$ cat src/rtl/dmapb_pkg.sv
// Shared constants, carrier structs and state codes of the peripheral bus port.
package dmapb_pkg;

    // ------------------------------------------------------------------
    // Timing
    // ------------------------------------------------------------------
    localparam int CLK_PERIOD_NS = 100;
    localparam int WAIT_TIME_NS  = 300;
    localparam int WAIT_CYCLES   = (WAIT_TIME_NS + CLK_PERIOD_NS - 1) / CLK_PERIOD_NS;
    localparam int TMR_W         = 4;
    localparam logic [TMR_W-1:0] TMR_LOAD = TMR_W'(WAIT_CYCLES - 1);
    localparam logic [TMR_W-1:0] TMR_ZERO = 4'h0;

    // ------------------------------------------------------------------
    // Widths and encodings
    // ------------------------------------------------------------------
    localparam int CHANS       = 4;
    localparam int CHAN_W      = 2;
    localparam int ADDR_W      = 5;
    localparam int BYTE_W      = 8;
    localparam int SYNC_W      = 6;
    localparam int FIFO_DEPTH  = 16;
    localparam logic DIR_READ  = 1'b1;
    localparam logic DIR_WRITE = 1'b0;
    localparam logic [CHANS-1:0]  SEL_NONE  = 4'h0;
    localparam logic [CHANS-1:0]  SEL_ONE   = 4'h1;
    localparam logic [ADDR_W-1:0] ADDR_RST  = 5'h00;
    localparam logic [BYTE_W-1:0] BYTE_RST  = 8'h00;
    localparam logic [SYNC_W-1:0] SYNC_RST  = 6'h00;

    // ------------------------------------------------------------------
    // Carriers
    // ------------------------------------------------------------------
    typedef struct packed {
        logic              rd;
        logic              use_timer;
        logic [CHAN_W-1:0] chan;
        logic [ADDR_W-1:0] addr;
        logic [BYTE_W-1:0] wdata;
    } dmapb_cmd_s;

    typedef struct packed {
        logic              last;
        logic [CHAN_W-1:0] chan;
        logic [BYTE_W-1:0] data;
    } dmapb_rdata_s;

    localparam int RDATA_W = $bits(dmapb_rdata_s);

    typedef enum logic [3:0] {
        ST_IDLE   = 4'b0001,
        ST_SETUP  = 4'b0010,
        ST_STROBE = 4'b0100,
        ST_END    = 4'b1000
    } dmapb_state_e;

endpackage

$ cat src/rtl/dmapb_port.sv
// Peripheral byte bus master port of the transfer controller.
// Notes on behaviour
// - On reads raise strobe when ready; drop it on acknowledge or timer expiry.
// - On writes raise strobe only after data is driven; drop on acknowledge or timer.
// - Acknowledging slaves end accesses by acknowledge; others rely on the wait timer.
// - Drive a five-bit register address inside the selected peripheral.
// - Eight-bit two-way byte bus, driven on writes and sampled on reads.
// - Direction line is high for reads and low for writes.
// - Last-byte input is sampled in the cycle before the acknowledge.
// - Last-byte seen marks the read byte final for the owning channel.
// - Two equal 1X clocks, the first leading the second by a quarter period.
// - While float is asserted every output is released.
// - One of four selects picks the slave; dropping it ends the cycle.
// - Four asynchronous channel requests, single byte or burst per burst-length control.
module dmapb_port
(
    input  wire logic                           mclk,
    input  wire logic                           reset_n,
    input  wire logic                           cmd_valid,
    output logic                                cmd_ready,
    input  wire dmapb_pkg::dmapb_cmd_s          cmd,
    output logic                                rd_valid,
    input  wire logic                           rd_ready,
    output dmapb_pkg::dmapb_rdata_s             rd_data,
    output logic [dmapb_pkg::CHANS-1:0]         chan_request,
    input  wire logic                           float_all_outputs,
    output logic                                periph_ctrl_oe,
    output logic                                periph_data_strobe,
    output logic [dmapb_pkg::CHANS-1:0]         periph_slave_select,
    output logic [dmapb_pkg::ADDR_W-1:0]        periph_reg_addr,
    output logic                                periph_dir,
    input  wire logic [dmapb_pkg::BYTE_W-1:0]   periph_byte_in,
    output logic [dmapb_pkg::BYTE_W-1:0]        periph_byte_out,
    output logic                                periph_byte_oe,
    input  wire logic                           periph_xfer_ack,
    input  wire logic                           periph_last_byte,
    input  wire logic [dmapb_pkg::CHANS-1:0]    periph_channel_request
);
    import dmapb_pkg::*;

    localparam int TMR_BOUND = WAIT_CYCLES + 1;

    // ------------------------------------------------------------------
    // Reset release and input synchronisers
    // ------------------------------------------------------------------
    logic                rst_meta_r;
    logic                rst_n_r;
    logic [SYNC_W-1:0]   sync1_r;
    logic [SYNC_W-1:0]   sync2_r;
    wire  [SYNC_W-1:0]   async_in;
    wire                 ack_s;
    wire                 done_s;

    // The whole design runs on mclk, one of the two quadrature 1X phases.
    always_ff @(posedge mclk or negedge reset_n)
    begin
        if (!reset_n)
        begin
            rst_meta_r <= 1'b0;
            rst_n_r    <= 1'b0;
        end
        else
        begin
            rst_meta_r <= 1'b1;
            rst_n_r    <= rst_meta_r;
        end
    end

    // Only the second stage is read, so metastability never reaches the state machine.
    assign async_in = {periph_channel_request, periph_last_byte, periph_xfer_ack};
    always_ff @(posedge mclk or negedge rst_n_r)
    begin
        if (!rst_n_r)
        begin
            sync1_r <= SYNC_RST;
            sync2_r <= SYNC_RST;
        end
        else
        begin
            sync1_r <= async_in;
            sync2_r <= sync1_r;
        end
    end

    assign ack_s        = sync2_r[0];
    assign done_s       = sync2_r[1];
    // Burst or single-byte service per request is the channel logic's decision.
    assign chan_request = sync2_r[SYNC_W-1:2];

    // ------------------------------------------------------------------
    // Access state machine
    // ------------------------------------------------------------------
    dmapb_state_e        state_r;
    dmapb_state_e        state_nxt;
    dmapb_cmd_s          cmd_r;
    logic [TMR_W-1:0]    tmr_r;
    logic                done_prev_r;
    logic [BYTE_W-1:0]   rbyte_r;
    logic                last_r;
    logic                strobe_r;
    logic [CHANS-1:0]    sel_r;
    logic                drive_r;
    wire                 accept;
    wire                 timer_done;
    wire                 term;
    wire                 fifo_in_ready;
    wire                 fifo_push;
    dmapb_rdata_s        fifo_wr;

    // A new access waits for the old acknowledge to clear and for buffer room.
    assign cmd_ready  = (state_r == ST_IDLE) && fifo_in_ready && !ack_s;
    assign accept     = cmd_valid && cmd_ready;
    assign timer_done = cmd_r.use_timer && (tmr_r == TMR_ZERO);
    assign term       = (state_r == ST_STROBE) && (ack_s || timer_done);
    assign fifo_push  = (state_r == ST_END) && cmd_r.rd;
    assign fifo_wr    = '{last: last_r, chan: cmd_r.chan, data: rbyte_r};

    // Next-state selection.
    always_comb
    begin
        state_nxt = state_r;
        case (state_r)
            ST_IDLE:   if (accept) state_nxt = ST_SETUP;
            ST_SETUP:  state_nxt = ST_STROBE;
            ST_STROBE: if (term) state_nxt = ST_END;
            ST_END:    state_nxt = ST_IDLE;
            default:   state_nxt = ST_IDLE;
        endcase
    end

    // State, command latch and wait timer.
    always_ff @(posedge mclk or negedge rst_n_r)
    begin
        if (!rst_n_r)
        begin
            state_r <= ST_IDLE;
            cmd_r   <= '0;
            tmr_r   <= TMR_ZERO;
        end
        else
        begin
            state_r <= state_nxt;
            if (accept)
                cmd_r <= cmd;
            if (state_r == ST_SETUP)
                tmr_r <= TMR_LOAD;
            else if (tmr_r != TMR_ZERO)
                tmr_r <= tmr_r - 1'b1;
        end
    end

    // Read capture; last-byte is taken from the cycle before the acknowledge is seen.
    always_ff @(posedge mclk or negedge rst_n_r)
    begin
        if (!rst_n_r)
        begin
            done_prev_r <= 1'b0;
            rbyte_r     <= BYTE_RST;
            last_r      <= 1'b0;
        end
        else
        begin
            done_prev_r <= done_s;
            if (term)
            begin
                rbyte_r <= periph_byte_in;
                last_r  <= cmd_r.rd && done_prev_r;
            end
        end
    end

    // Bus pins: select and address lead the strobe by one cycle, select trails it by one.
    always_ff @(posedge mclk or negedge rst_n_r)
    begin
        if (!rst_n_r)
        begin
            strobe_r <= 1'b0;
            sel_r    <= SEL_NONE;
            drive_r  <= 1'b0;
        end
        else
        begin
            if (state_r == ST_SETUP)
                strobe_r <= 1'b1;
            else if (term)
                strobe_r <= 1'b0;
            if (accept)
                sel_r <= SEL_ONE << cmd.chan;
            else if (state_r == ST_END)
                sel_r <= SEL_NONE;
            if (accept)
                drive_r <= !cmd.rd;
            else if (state_r == ST_END)
                drive_r <= 1'b0;
        end
    end

    // ------------------------------------------------------------------
    // Pin drive
    // ------------------------------------------------------------------
    // Float wins over everything, so a shared bus can be handed to a tester.
    assign periph_ctrl_oe      = !float_all_outputs;
    assign periph_byte_oe      = drive_r && !float_all_outputs;
    assign periph_data_strobe  = strobe_r;
    assign periph_slave_select = sel_r;
    assign periph_reg_addr     = cmd_r.addr;
    assign periph_dir          = cmd_r.rd ? DIR_READ : DIR_WRITE;
    assign periph_byte_out     = cmd_r.wdata;

    // ------------------------------------------------------------------
    // Read data buffer
    // ------------------------------------------------------------------
    dmapb_fifo #(.WIDTH(RDATA_W), .DEPTH(FIFO_DEPTH)) u_rd_fifo
    (
        .mclk      (mclk),
        .rst_n     (rst_n_r),
        .in_valid  (fifo_push),
        .in_ready  (fifo_in_ready),
        .in_data   (fifo_wr),
        .out_valid (rd_valid),
        .out_ready (rd_ready),
        .out_data  (rd_data)
    );

    // ------------------------------------------------------------------
    // Checks
    // ------------------------------------------------------------------
    chk_strobe_ends: assert property (@(posedge mclk) disable iff (!rst_n_r)
        term |=> !periph_data_strobe) else $error("strobe not dropped after termination");
    chk_write_data_first: assert property (@(posedge mclk) disable iff (!rst_n_r)
        $rose(periph_data_strobe) && !cmd_r.rd |-> $past(drive_r) && $stable(periph_byte_out))
        else $error("write strobe rose before data was driven");
    chk_timer_bound: assert property (@(posedge mclk) disable iff (!rst_n_r)
        $rose(periph_data_strobe) && cmd_r.use_timer |-> ##[1:TMR_BOUND] !periph_data_strobe)
        else $error("wait timer did not end the strobe");
    chk_addr_steady: assert property (@(posedge mclk) disable iff (!rst_n_r)
        periph_data_strobe |-> $stable(periph_reg_addr) && $stable(periph_dir))
        else $error("address or direction moved under strobe");
    chk_dir_drive: assert property (@(posedge mclk) disable iff (!rst_n_r)
        periph_byte_oe |-> periph_dir == DIR_WRITE) else $error("byte bus driven during read");
    chk_last_sample: assert property (@(posedge mclk) disable iff (!rst_n_r)
        fifo_push |-> fifo_wr.last == $past(done_s, 2)) else $error("last-byte sample misaligned");
    chk_float_release: assert property (@(posedge mclk) disable iff (!rst_n_r)
        float_all_outputs |-> !periph_ctrl_oe && !periph_byte_oe) else $error("output driven while floated");
    chk_select_frames: assert property (@(posedge mclk) disable iff (!rst_n_r)
        periph_data_strobe |-> $onehot(periph_slave_select) ##1 (periph_slave_select != SEL_NONE))
        else $error("select not framing the strobe");
    chk_sync_delay: assert property (@(posedge mclk) disable iff (!rst_n_r)
        ##2 ack_s == $past(periph_xfer_ack, 2)) else $error("acknowledge synchroniser depth wrong");
endmodule // dmapb_port

$ cat src/rtl/dmapb_fifo.sv
// Parameterised first-in first-out buffer with valid and ready on both sides.
module dmapb_fifo
#(
    parameter int WIDTH = 8,
    parameter int DEPTH = 16
)
(
    input  wire logic             mclk,
    input  wire logic             rst_n,
    input  wire logic             in_valid,
    output logic                  in_ready,
    input  wire logic [WIDTH-1:0] in_data,
    output logic                  out_valid,
    input  wire logic             out_ready,
    output logic      [WIDTH-1:0] out_data
);
    localparam int AW = $clog2(DEPTH);

    logic [WIDTH-1:0] mem_r [DEPTH];
    logic [AW:0]      wptr_r;
    logic [AW:0]      rptr_r;
    wire              push;
    wire              pop;

    // ------------------------------------------------------------------
    // Flags
    // ------------------------------------------------------------------
    // The extra pointer bit tells full from empty without a counter.
    assign in_ready  = !((wptr_r[AW] != rptr_r[AW]) && (wptr_r[AW-1:0] == rptr_r[AW-1:0]));
    assign out_valid = (wptr_r != rptr_r);
    assign push      = in_valid && in_ready;
    assign pop       = out_valid && out_ready;
    assign out_data  = mem_r[rptr_r[AW-1:0]];

    // Storage carries no reset; only the pointers need a defined start.
    always_ff @(posedge mclk)
    begin
        if (push)
            mem_r[wptr_r[AW-1:0]] <= in_data;
    end

    // Pointers advance on each accepted push and pop.
    always_ff @(posedge mclk or negedge rst_n)
    begin
        if (!rst_n)
        begin
            wptr_r <= '0;
            rptr_r <= '0;
        end
        else
        begin
            if (push)
                wptr_r <= wptr_r + 1'b1;
            if (pop)
                rptr_r <= rptr_r + 1'b1;
        end
    end
endmodule // dmapb_fifo

$ cat config.mk
export PLATFORM = sky130hd
export DESIGN_NAME = dmapb_port
export DESIGN_NICKNAME = d
export VERILOG_FILES = /design/src/rtl/dmapb_pkg.sv /design/src/rtl/dmapb_port.sv /design/src/rtl/dmapb_fifo.sv
export SDC_FILE = /design/constraint.sdc
export NUM_CORES = 1
export LEC_CHECK = 0
export ABC_AREA = 0
export CAP_MARGIN = 20
export CORE_AREA = 8 8 135 137
export CTS_CLUSTER_DIAMETER = 150
export DETAILED_ROUTE_END_ITERATION = 6
export DIE_AREA = 0 0 143 145
export DONT_BUFFER_PORTS = 1
export PLACE_DENSITY = 0.76
export SLEW_MARGIN = 10
export SYNTH_ARGS = -nofsm -noshare
export SYNTH_HDL_FRONTEND = slang
export SYNTH_SLANG_ARGS = --single-unit
$ cat constraint.sdc
create_clock -name mclk -period 2.4 [get_ports mclk]
set_input_delay 0.36 -clock mclk [delete_from_list [all_inputs] [get_ports mclk]]
set_output_delay 0.36 -clock mclk [all_outputs]
set_load 0.02 [all_outputs]
---- Word-level counts from Yosys, hierarchy flattened ----
Memories as Yosys holds them, arrays and structs flattened.
Index checks and enable logic that the tools add are counted.
word-level totals
  register bits ........................... 65
  bits in writable memories ............... 176
  input bits .............................. 36
  output and inout bits ................... 38
  logic and storage cells ................. 69
  memories ................................ 1
cells by class
  add/subtract/negate cells ............... 3
  equality and inequality tests ........... 9
  shift-type cells ........................ 1
  mux-type cells .......................... 14
  reduce and logical (&&, ||, !) cells .... 22
memories
  name             depth  width  rd ports  clocked after Yosys merged registers in  write ports  RTL line          text
  u_rd_fifo.mem_r  16     11     1         0                                        1            dmapb_fifo.sv:19  logic [WIDTH-1:0] mem_r [DEPTH];
operators by type and width
  kind                                                  count
  2-to-1 mux 4 bit                                      6
  case mux 4 bit (3 select lines)                       1
  logical AND 1 bit                                     11
  adder 5 x 1 -> 5 bit (second input constant)          2
  2-to-1 mux 1 bit                                      7
  nonzero test 2 bit                                    3
  inequality test 5 bit                                 1
  equality test 4 x 1 -> 1 bit (second input constant)  1
  equality test 4 x 2 -> 1 bit (second input constant)  1
  equality test 4 x 3 -> 1 bit (second input constant)  1
  equality test 4 bit                                   1
  equality test 4 bit (second input constant)           1
  zero test 1 bit                                       4
  zero test 4 bit                                       1
  inequality test 2 bit (second input constant)         2
  nonzero test 4 bit                                    1
  left shift 1 x 2 -> 4 bit (first input constant)      1
  subtractor 4 x 1 -> 4 bit (second input constant)     1
  AND reduction 2 bit                                   1
  logical OR 1 bit                                      1
  inequality test 1 bit                                 1

---- Logic depth before layout (Yosys ltp) ----
Gate-level depths: netlist of the first run.
  depth in word-level cells ............... 8
  depth in mapped cells ................... 7
  mapped depth without buffers ............ 6

---- By module ----
Synthesis of the first run repeated with hierarchy kept, for this count alone.
second synthesis, totals
  cells, all modules ...................... 552
  area total of the unflattened synthesis .. 9788.1 um^2
by module, submodules not included
  module      times used  cells each  area each (um^2)  sequential area each (um^2)
  dmapb_fifo  1           396         7581.0            5535.3
  dmapb_port  1           156         2207.1            1377.6

---- Worst setup path after synthesis of the first run ----
OpenSTA, ideal clock, no wires.
  path type ............................... reg2reg
  start point ............................. register state_r[1]
  end point ............................... memory u_rd_fifo.mem_r[3][0] (netlist name) (enable)
  library setup time ...................... 0.393 ns
  data arrival time ....................... 1.977 ns
  setup slack ............................. 0.030 ns
  stages on the path, launching flop included .. 5
  path through ............................ dfrtp_1 nor4b_1 and2_1 o211ai_1 nor3_1
on the way
  word-level cells in the longest chain between the ends .. 5
RTL lines
  element                                 RTL line           text
  start, declared                         dmapb_port.sv:93   dmapb_state_e state_r;
  start signal, assigned                  dmapb_port.sv:142  state_r <= state_nxt;
  equality test 4 bit                     dmapb_port.sv:115  assign fifo_push = (state_r == ST_END) && cmd_r.rd;
  logical AND 1 bit                       dmapb_port.sv:115
  logical AND 1 bit                       dmapb_fifo.sv:31   assign push = in_valid && in_ready;
  2-to-1 mux 1 bit                        dmapb_fifo.sv:38   if (push)
  2-to-1 mux 1 bit (not written as such)  dmapb_fifo.sv:39   mem_r[wptr_r[AW-1:0]] <= in_data;
  end, declared                           dmapb_fifo.sv:19
No other way between the ends.

==> metrics.yaml, run 1 <==
clock_sink_count: 241
cp_num_buf_inv: 3
p_per_area_nw_per_um2: 1150
placementRows: 47
synth.net_count: 552
power.net_switching_w: 0.00404
drive_gt1_frac: 0.335
synth_enable_flop_cells: 176
cts_tree: "yes"
rsz0062_at_grt: "true"
die_height_um: 145
synth_compound_area_frac: 0.0295
p_clk_frac: 0.284
netlist.area_leader.share: 0.561
gp_congestion: 0.811
numCtsBuffers: 24
grt_pass1_wl_um: 31900
max_stage_delay_ns: 0.51
stdcell_count: 823
whs_ns: 0.0237
area_growth_pct: 19.9
n_antenna_cell: 0
hpwl_um: 11800
ys_seq_elements: 241
ys_seq_area_frac: 0.733
crit_chain: "buf_12 -> buf_16 -> mux4_2 -> o22ai_2 -> nor2_1 -> buf_4"
grt_overflow_total: 0
cp_slowest_cell: "mux4_2"
layout_min_cycle_time_ns: 2.59
cts_max_level: 1
dpl.cell_count: 734
grt_max_degree: 29
yosysTopAreaCell: "edfxtp_1"
avgSynthCellArea_um2: 18.5
synthCells: 509
die_x_um: 143
io_pins: 74
cts_buffer_depth: 3
setup_viol: 11
irDropWorstVdd_mv: 0.705
async_flop_share: 0.270
status: "complete, but fails checks"
via_per_inst: 5.97
pwr-share-comb: 0.294
worst-path-max-fanout: 6
grt_use_total: 0.207
violations: "setup timing"
synthAdderAreaFrac: 0.00929
fmax_mhz: 386
port_buffers: 0
p_seq_frac: 0.422
cp_top_family: "multiplexers"
p_sw_frac: 0.311
intPower_w: 0.00895
post-route-drc-count: 0
fin_ws_ns: -0.192
synth_xor_area_frac: 0.0158
start_util: 0.583
wl_um: 21000
hold_path_class: "in -> reg"
dr.pass1.iters: 5
yosys_warnings: 0
slew_headroom: 0.533
cp.arrival_ns: 2.23
finalCritPeriodShare: 1.08
yosysUniqueCellTypes: 42
cap_violations: 0
clk_pin_slew_ns: 0.06
cp.required_ns: 2.04
fin_util: 0.699
synth_top_flop_cell: "edfxtp_1"
antenna_found_initial: 0
yosys-top-cells-area: "edfxtp_1 (56%), dfrtp_1 (17%), mux4_2 (11%), mux2_2 (3.1%), buf_4 (1.7%)"
synthTopCellsByCount: "edfxtp_1 (176), dfrtp_1 (64), mux4_2 (44)"
coreArea_um2: 16200
synthMuxAreaShare: 0.142
grt_pass1_vias: 5335
start_kind: "flop"
fin_skew_ns: 0.0101
vias: 4914
ant_nets: 0
nets: 628
worstMarginPinSlew_ns: 0.700
cts_root_buf: "clkbuf_16"
wl_per_cell_um: 25.5
yosys.area_share.simple: 0.0414
design.die.area_um2: 20700
drtIter0Drc: 474
slew_violations: 0
crit_type: "reg -> out"
end_kind: "output port"
yosysMostFrequentCell: "edfxtp_1"
hold_violations: 0
synth_top_family_by_area: "multiplexers"
clock_latency_ns: 0.52
power.leakage_nw: 4.03
synthesis.area_um2: 9430
final cells by class:
class	count	area, µm²
flip-flops and latches	241	6920
fillers	957	4870
multi-input cells	222	2390
repair buffers	90	910
clock buffers	30	679
well taps	220	275
clock inverters	14	110
inverters	6	22.5
worst reg2reg max path, stage by stage, from the launching register on:
cell,delay (ns)
dfrtp_2,0.46
buf_4,0.16
xnor2_2,0.15
nand4_1,0.14
buf_4,0.17
buf_4,0.13
o211ai_1,0.43
buf_4,0.20
nor3_1,0.04
buf_4,0.20
placed cells by master (no fill, tap or decap), types with 7 or more instances in the layout:
master         instances
xnor2_1               11
edfxtp_1             176
nor2_1                22
nand2_1               17
ha_1                   7
dlygate4sd3_1         33
nor2_2                 8
dfrtp_1               62
o22ai_1                7
mux4_2                44
clkbuf_16             27
nor3_1                 7
mux2_2                26
o22ai_2               16
buf_4                 47
final timing paths:
check,startpoint,end,slack [ns],cells past startpoint
worst max-delay path,u_rd_fifo.rptr_r[0]$_DFFE_PN0P_,rd_data[8],-0.19,6
worst min-delay path,cmd[13],periph_slave_select[2]$_DFFE_PN0P_,0.02,2
worst max register to register,u_rd_fifo.rptr_r[0]$_DFFE_PN0P_,u_rd_fifo.mem_r[1][1]$_DFFE_PP_,0.08,9
worst min register to register,rst_n_r$_DFF_PN0_,u_rd_fifo.wptr_r[2]$_DFFE_PN0P_,0.28,0
max in group asynchronous,rst_n_r$_DFF_PN0_,drive_r$_DFFE_PN0P_,1.42,1
min in group asynchronous,reset_n,rst_meta_r$_DFF_PN0_,0.07,1
layer usage:
metal / routed length, µm / vias to the layer above / global-route usage / share of wire
met2: 10900 / 217 / 0.356 / 0.52
li1: - / 2118 / - / -
met1: 8000 / 2542 / 0.249 / 0.38
met3: 1590 / 37 / 0.0479 / 0.076
met5: 0 / - / 0 / 0
met4: 545 / 0 / 0.0718 / 0.026
what timing repair did:
item                                    CTS  global route
setup buffers                             6             1
pin swaps                                 6             6
endpoints found under the setup margin   45            50
endpoints found under the hold margin    37             0
hold buffers                             33             0
gates resized for setup                  23            14
cloned                                    5             1
through the flow:
step,setup slack (ns),TNS (ns),instance area [µm²],total power (W)
final,-0.192,-1.75,11300,0.0130
after global routing,-0.244,-2.73,11300,0.0135
after CTS,-0.212,-2.21,11200,0.0130
after detailed placement,-0.0334,-0.358,9840,0.00862
after global placement,0.0455,0,9840,0.00852
after floorplan,0.0302,0,9430,0.00771
kinds of logic after synthesis:
| family | Yosys count |
|---|---|
| other | 1 |
| xor gates and xnor gates | 17 |
| adders and majority gates | 7 |
| DFF | 241 |
| buffers and inverters | 46 |
| AOI/OAI and AO/OA | 41 |
| muxes | 75 |
| and+or+nand+nor | 81 |
state kept, by name (all words and copies together) (netlist names), 5 cells and up:
| name | count |
|---|---|
| periph_byte_out | 8 |
| u_rd_fifo.rptr_r | 5 |
| sync2_r | 6 |
| sync1_r | 6 |
| u_rd_fifo.mem_r | 176 |
| u_rd_fifo.wptr_r | 5 |
| rbyte_r | 8 |
| periph_reg_addr | 5 |
power by group through the flow:
stage                     registers [W]  logic, W  clock network, W
after floorplan                 0.00527   0.00244                 0
after detailed placement        0.00554   0.00308                 0
after global routing            0.00552   0.00406           0.00387
final                           0.00548   0.00382           0.00369
after global placement          0.00551   0.00300                 0
after CTS                       0.00547   0.00379           0.00373
(Power assumes the default switching activity.)
==> inputs of run 2 (changes only) <==
CORE_AREA = 8 8 132 134   (was 8 8 135 137)
DIE_AREA = 0 0 140 142   (was 0 0 143 145)
PLACE_DENSITY = 0.79   (was 0.76)
==> metrics.yaml, run 2 (synthesis gave the netlist of run 1 again) <==
start_util: 0.611  # +0.0282
hold_violations: 0  # unchanged
cts_max_level: 1  # unchanged
r2r_end: "u_rd_fifo.mem_r[2][6]$_DFFE_PP_"
hold_depth: 1  # -1
gp_congestion: 0.839  # +3.5%
cap_violations: 0  # unchanged
crit_type: "reg -> out"
hold_path_class: "in -> reg"
placementRows: 46  # -2.1%
worstMarginPinSlew_ns: 0.993  # +0.293 ns
coreArea_um2: 15400  # -4.6%
drtIter0Drc: 420  # -11%
grt_max_degree: 37  # +28%
fin_skew_ns: 0.00910  # -0.00102 ns
post-route-drc-count: 0  # unchanged
rr_worst_depth: 8  # -1
drive_gt1_frac: 0.316  # -0.0186
layout_commonest_cell: "edfxtp_1"
r2r_setup_slack_ns: 0.10  # +0.02 ns
largest_register_ffs: 176  # unchanged
area_growth_pct: 18.7
finalCritPeriodShare: 1.07  # -0.00926
dr.pass1.iters: 5  # unchanged
port_buffers: 0  # unchanged
fin_area_um2: 11200  # -1.0%
crit_chain: "buf_12 -> mux4_2 -> o22ai_1 -> nor2_1 -> buf_4"
max_stage_delay_ns: 0.52  # about the same
fmax_mhz: 389  # +0.86%
n_antenna_cell: 0  # unchanged
clk_pin_slew_ns: 0.06  # about the same
slew_violations: 0  # unchanged
hpwl_um: 12200  # +3.5%
end_kind: "output port"
ant_nets: 0  # unchanged
tns_ns: -1.61  # +0.139 ns
whs_endpoint: "periph_byte_out[0]$_DFFE_PN0P_"
die_x_um: 140  # -2.1%
cp_slowest_cell: "dfrtp_4"
antenna_found_initial: 0  # unchanged
regToRegStartpoint: "u_rd_fifo.rptr_r[0]$_DFFE_PN0P_"
cts_tree: "yes"
hold_start: "cmd[0]"
die_height_um: 142  # -2.1%
cts_buffer_depth: 3  # unchanged
clock_latency_ns: 0.51  # about the same
cp.required_ns: 2.04  # about the same
slew_headroom: 0.335  # -0.198
wl_um: 20200  # -3.7%
vias: 4917  # +0.061%
start_kind: "flop"
grt_overflow_total: 0  # unchanged
design.die.area_um2: 19900  # -4.1%
stdcell_count: 783  # -4.9%
io_pins: 74  # unchanged
numCtsBuffers: 24  # unchanged
cts_root_buf: "clkbuf_16"
fin_total_pwr_w: 0.0132  # +1.8%
grt_pass1_wl_um: 31000  # -2.9%
via_per_inst: 6.28  # +5.2%
whs_ns: 0.00897  # -0.0147 ns
p_per_area_nw_per_um2: 1180  # +2.8%
dpl.cell_count: 704  # -4.1%
fin_ws_ns: -0.170  # +0.0222 ns
clock_sink_count: 241  # unchanged
layout_min_cycle_time_ns: 2.57  # -0.0222 ns
placed_area_um2: 9790  # -0.43%
power.leakage_nw: 4.00  # -0.77%
nets: 616  # -1.9%
layout_common_cells: "edfxtp_1 (176), dfrtp_1 (62), mux4_2 (44)"
worst-path-max-fanout: 7  # +1
grt_use_total: 0.210  # +0.00323
violations: "setup timing"
grt_pass1_vias: 5274  # -1.1%
status: "complete, but fails checks"
setup_viol: 12  # +1
rsz0062_at_grt: "true"
cp.arrival_ns: 2.21  # -0.02 ns
wl_per_cell_um: 25.8  # +1.2%
irDropWorstVdd_mv: 0.720  # +2.1%
==> run 2: changes by cell type in the layout (fill, tap and decap cells not counted), moves of 3 or more <==
cell / delta
buf_12: +3
buf_4: -7
bufinv_16: +5
dlygate4sd3_1: -7
nor2_1: +6
nor2_2: -5
o22ai_1: +4
o22ai_2: -4
==> run 2: per-stage QoR <==
| stage | setup WS, ns | util |
|---|---|---|
| floorplan | 0.0302 | - |
| global placement | 0.286 | 0.635 |
| detailed placement | 0.235 | 0.635 |
| CTS | -0.202 | 0.725 |
| global route | -0.256 | 0.725 |
| finish | -0.170 | 0.725 |
==> run 2: cell type report <==
class,instances,area [µm²]
Clock buffer,29,641
Clock inverter,15,234
Fill cell,897,4240
Inverter,6,22.5
Multi-Input combinational cell,222,2340
Sequential cell,241,6920
Tap cell,192,240
Timing Repair Buffer,78,790
==> run 2: worst max path at each step <==
stage | start | endpoint | cells after the start
2_1_floorplan | state_r[1]$_DFFE_PN0P_ | u_rd_fifo.mem_r[3][0]$_DFFE_PP_ | 4
3_3_place_gp | state_r[1]$_DFFE_PN0P_ | u_rd_fifo.mem_r[15][6]$_DFFE_PP_ | 4
3_5_place_dp | u_rd_fifo.rptr_r[0]$_DFFE_PN0P_ | rd_data[0] | 5
4_1_cts | u_rd_fifo.rptr_r[0]$_DFFE_PN0P_ | rd_data[0] | 6
5_1_grt | u_rd_fifo.rptr_r[0]$_DFFE_PN0P_ | rd_data[6] | 6
6_report | u_rd_fifo.rptr_r[0]$_DFFE_PN0P_ | rd_data[1] | 5
==> run 2: routing by layer <==
layer | global-route usage | wire (µm) | vias to the layer above
li1 | - | - | 2094
met1 | 0.255 | 7700 | 2519
met2 | 0.370 | 10300 | 261
met3 | 0.0460 | 1740 | 43
met4 | 0.0657 | 502 | 0
met5 | 0 | 0 | -
==> run 2: power breakdown <==
group / leakage (nW) / internal [W] / switching [W]
combinational: 1.22 / 0.00184 / 0.00176
sequential: 2.36 / 0.00492 / 0.000607
clock: 0.419 / 0.00256 / 0.00153
==> run 2: what timing repair did <==
item,in CTS,in global routing
hold buffers,25,1
setup endpoints to repair,12,58
gates cloned,4,0
endpoints found under the hold margin,28,1
gates resized for setup,21,8
setup buffers,6,1
pin swaps,6,5
==> run 2: critical path, delay by kind of cell (launching register included) <==
kind                   cells  cell delay [ns]
muxes                      1             0.52
buffers and inverters      2             0.32
DFF                        1             0.52
AOI/OAI and AO/OA          1             0.24
and+or+nand+nor            1             0.09
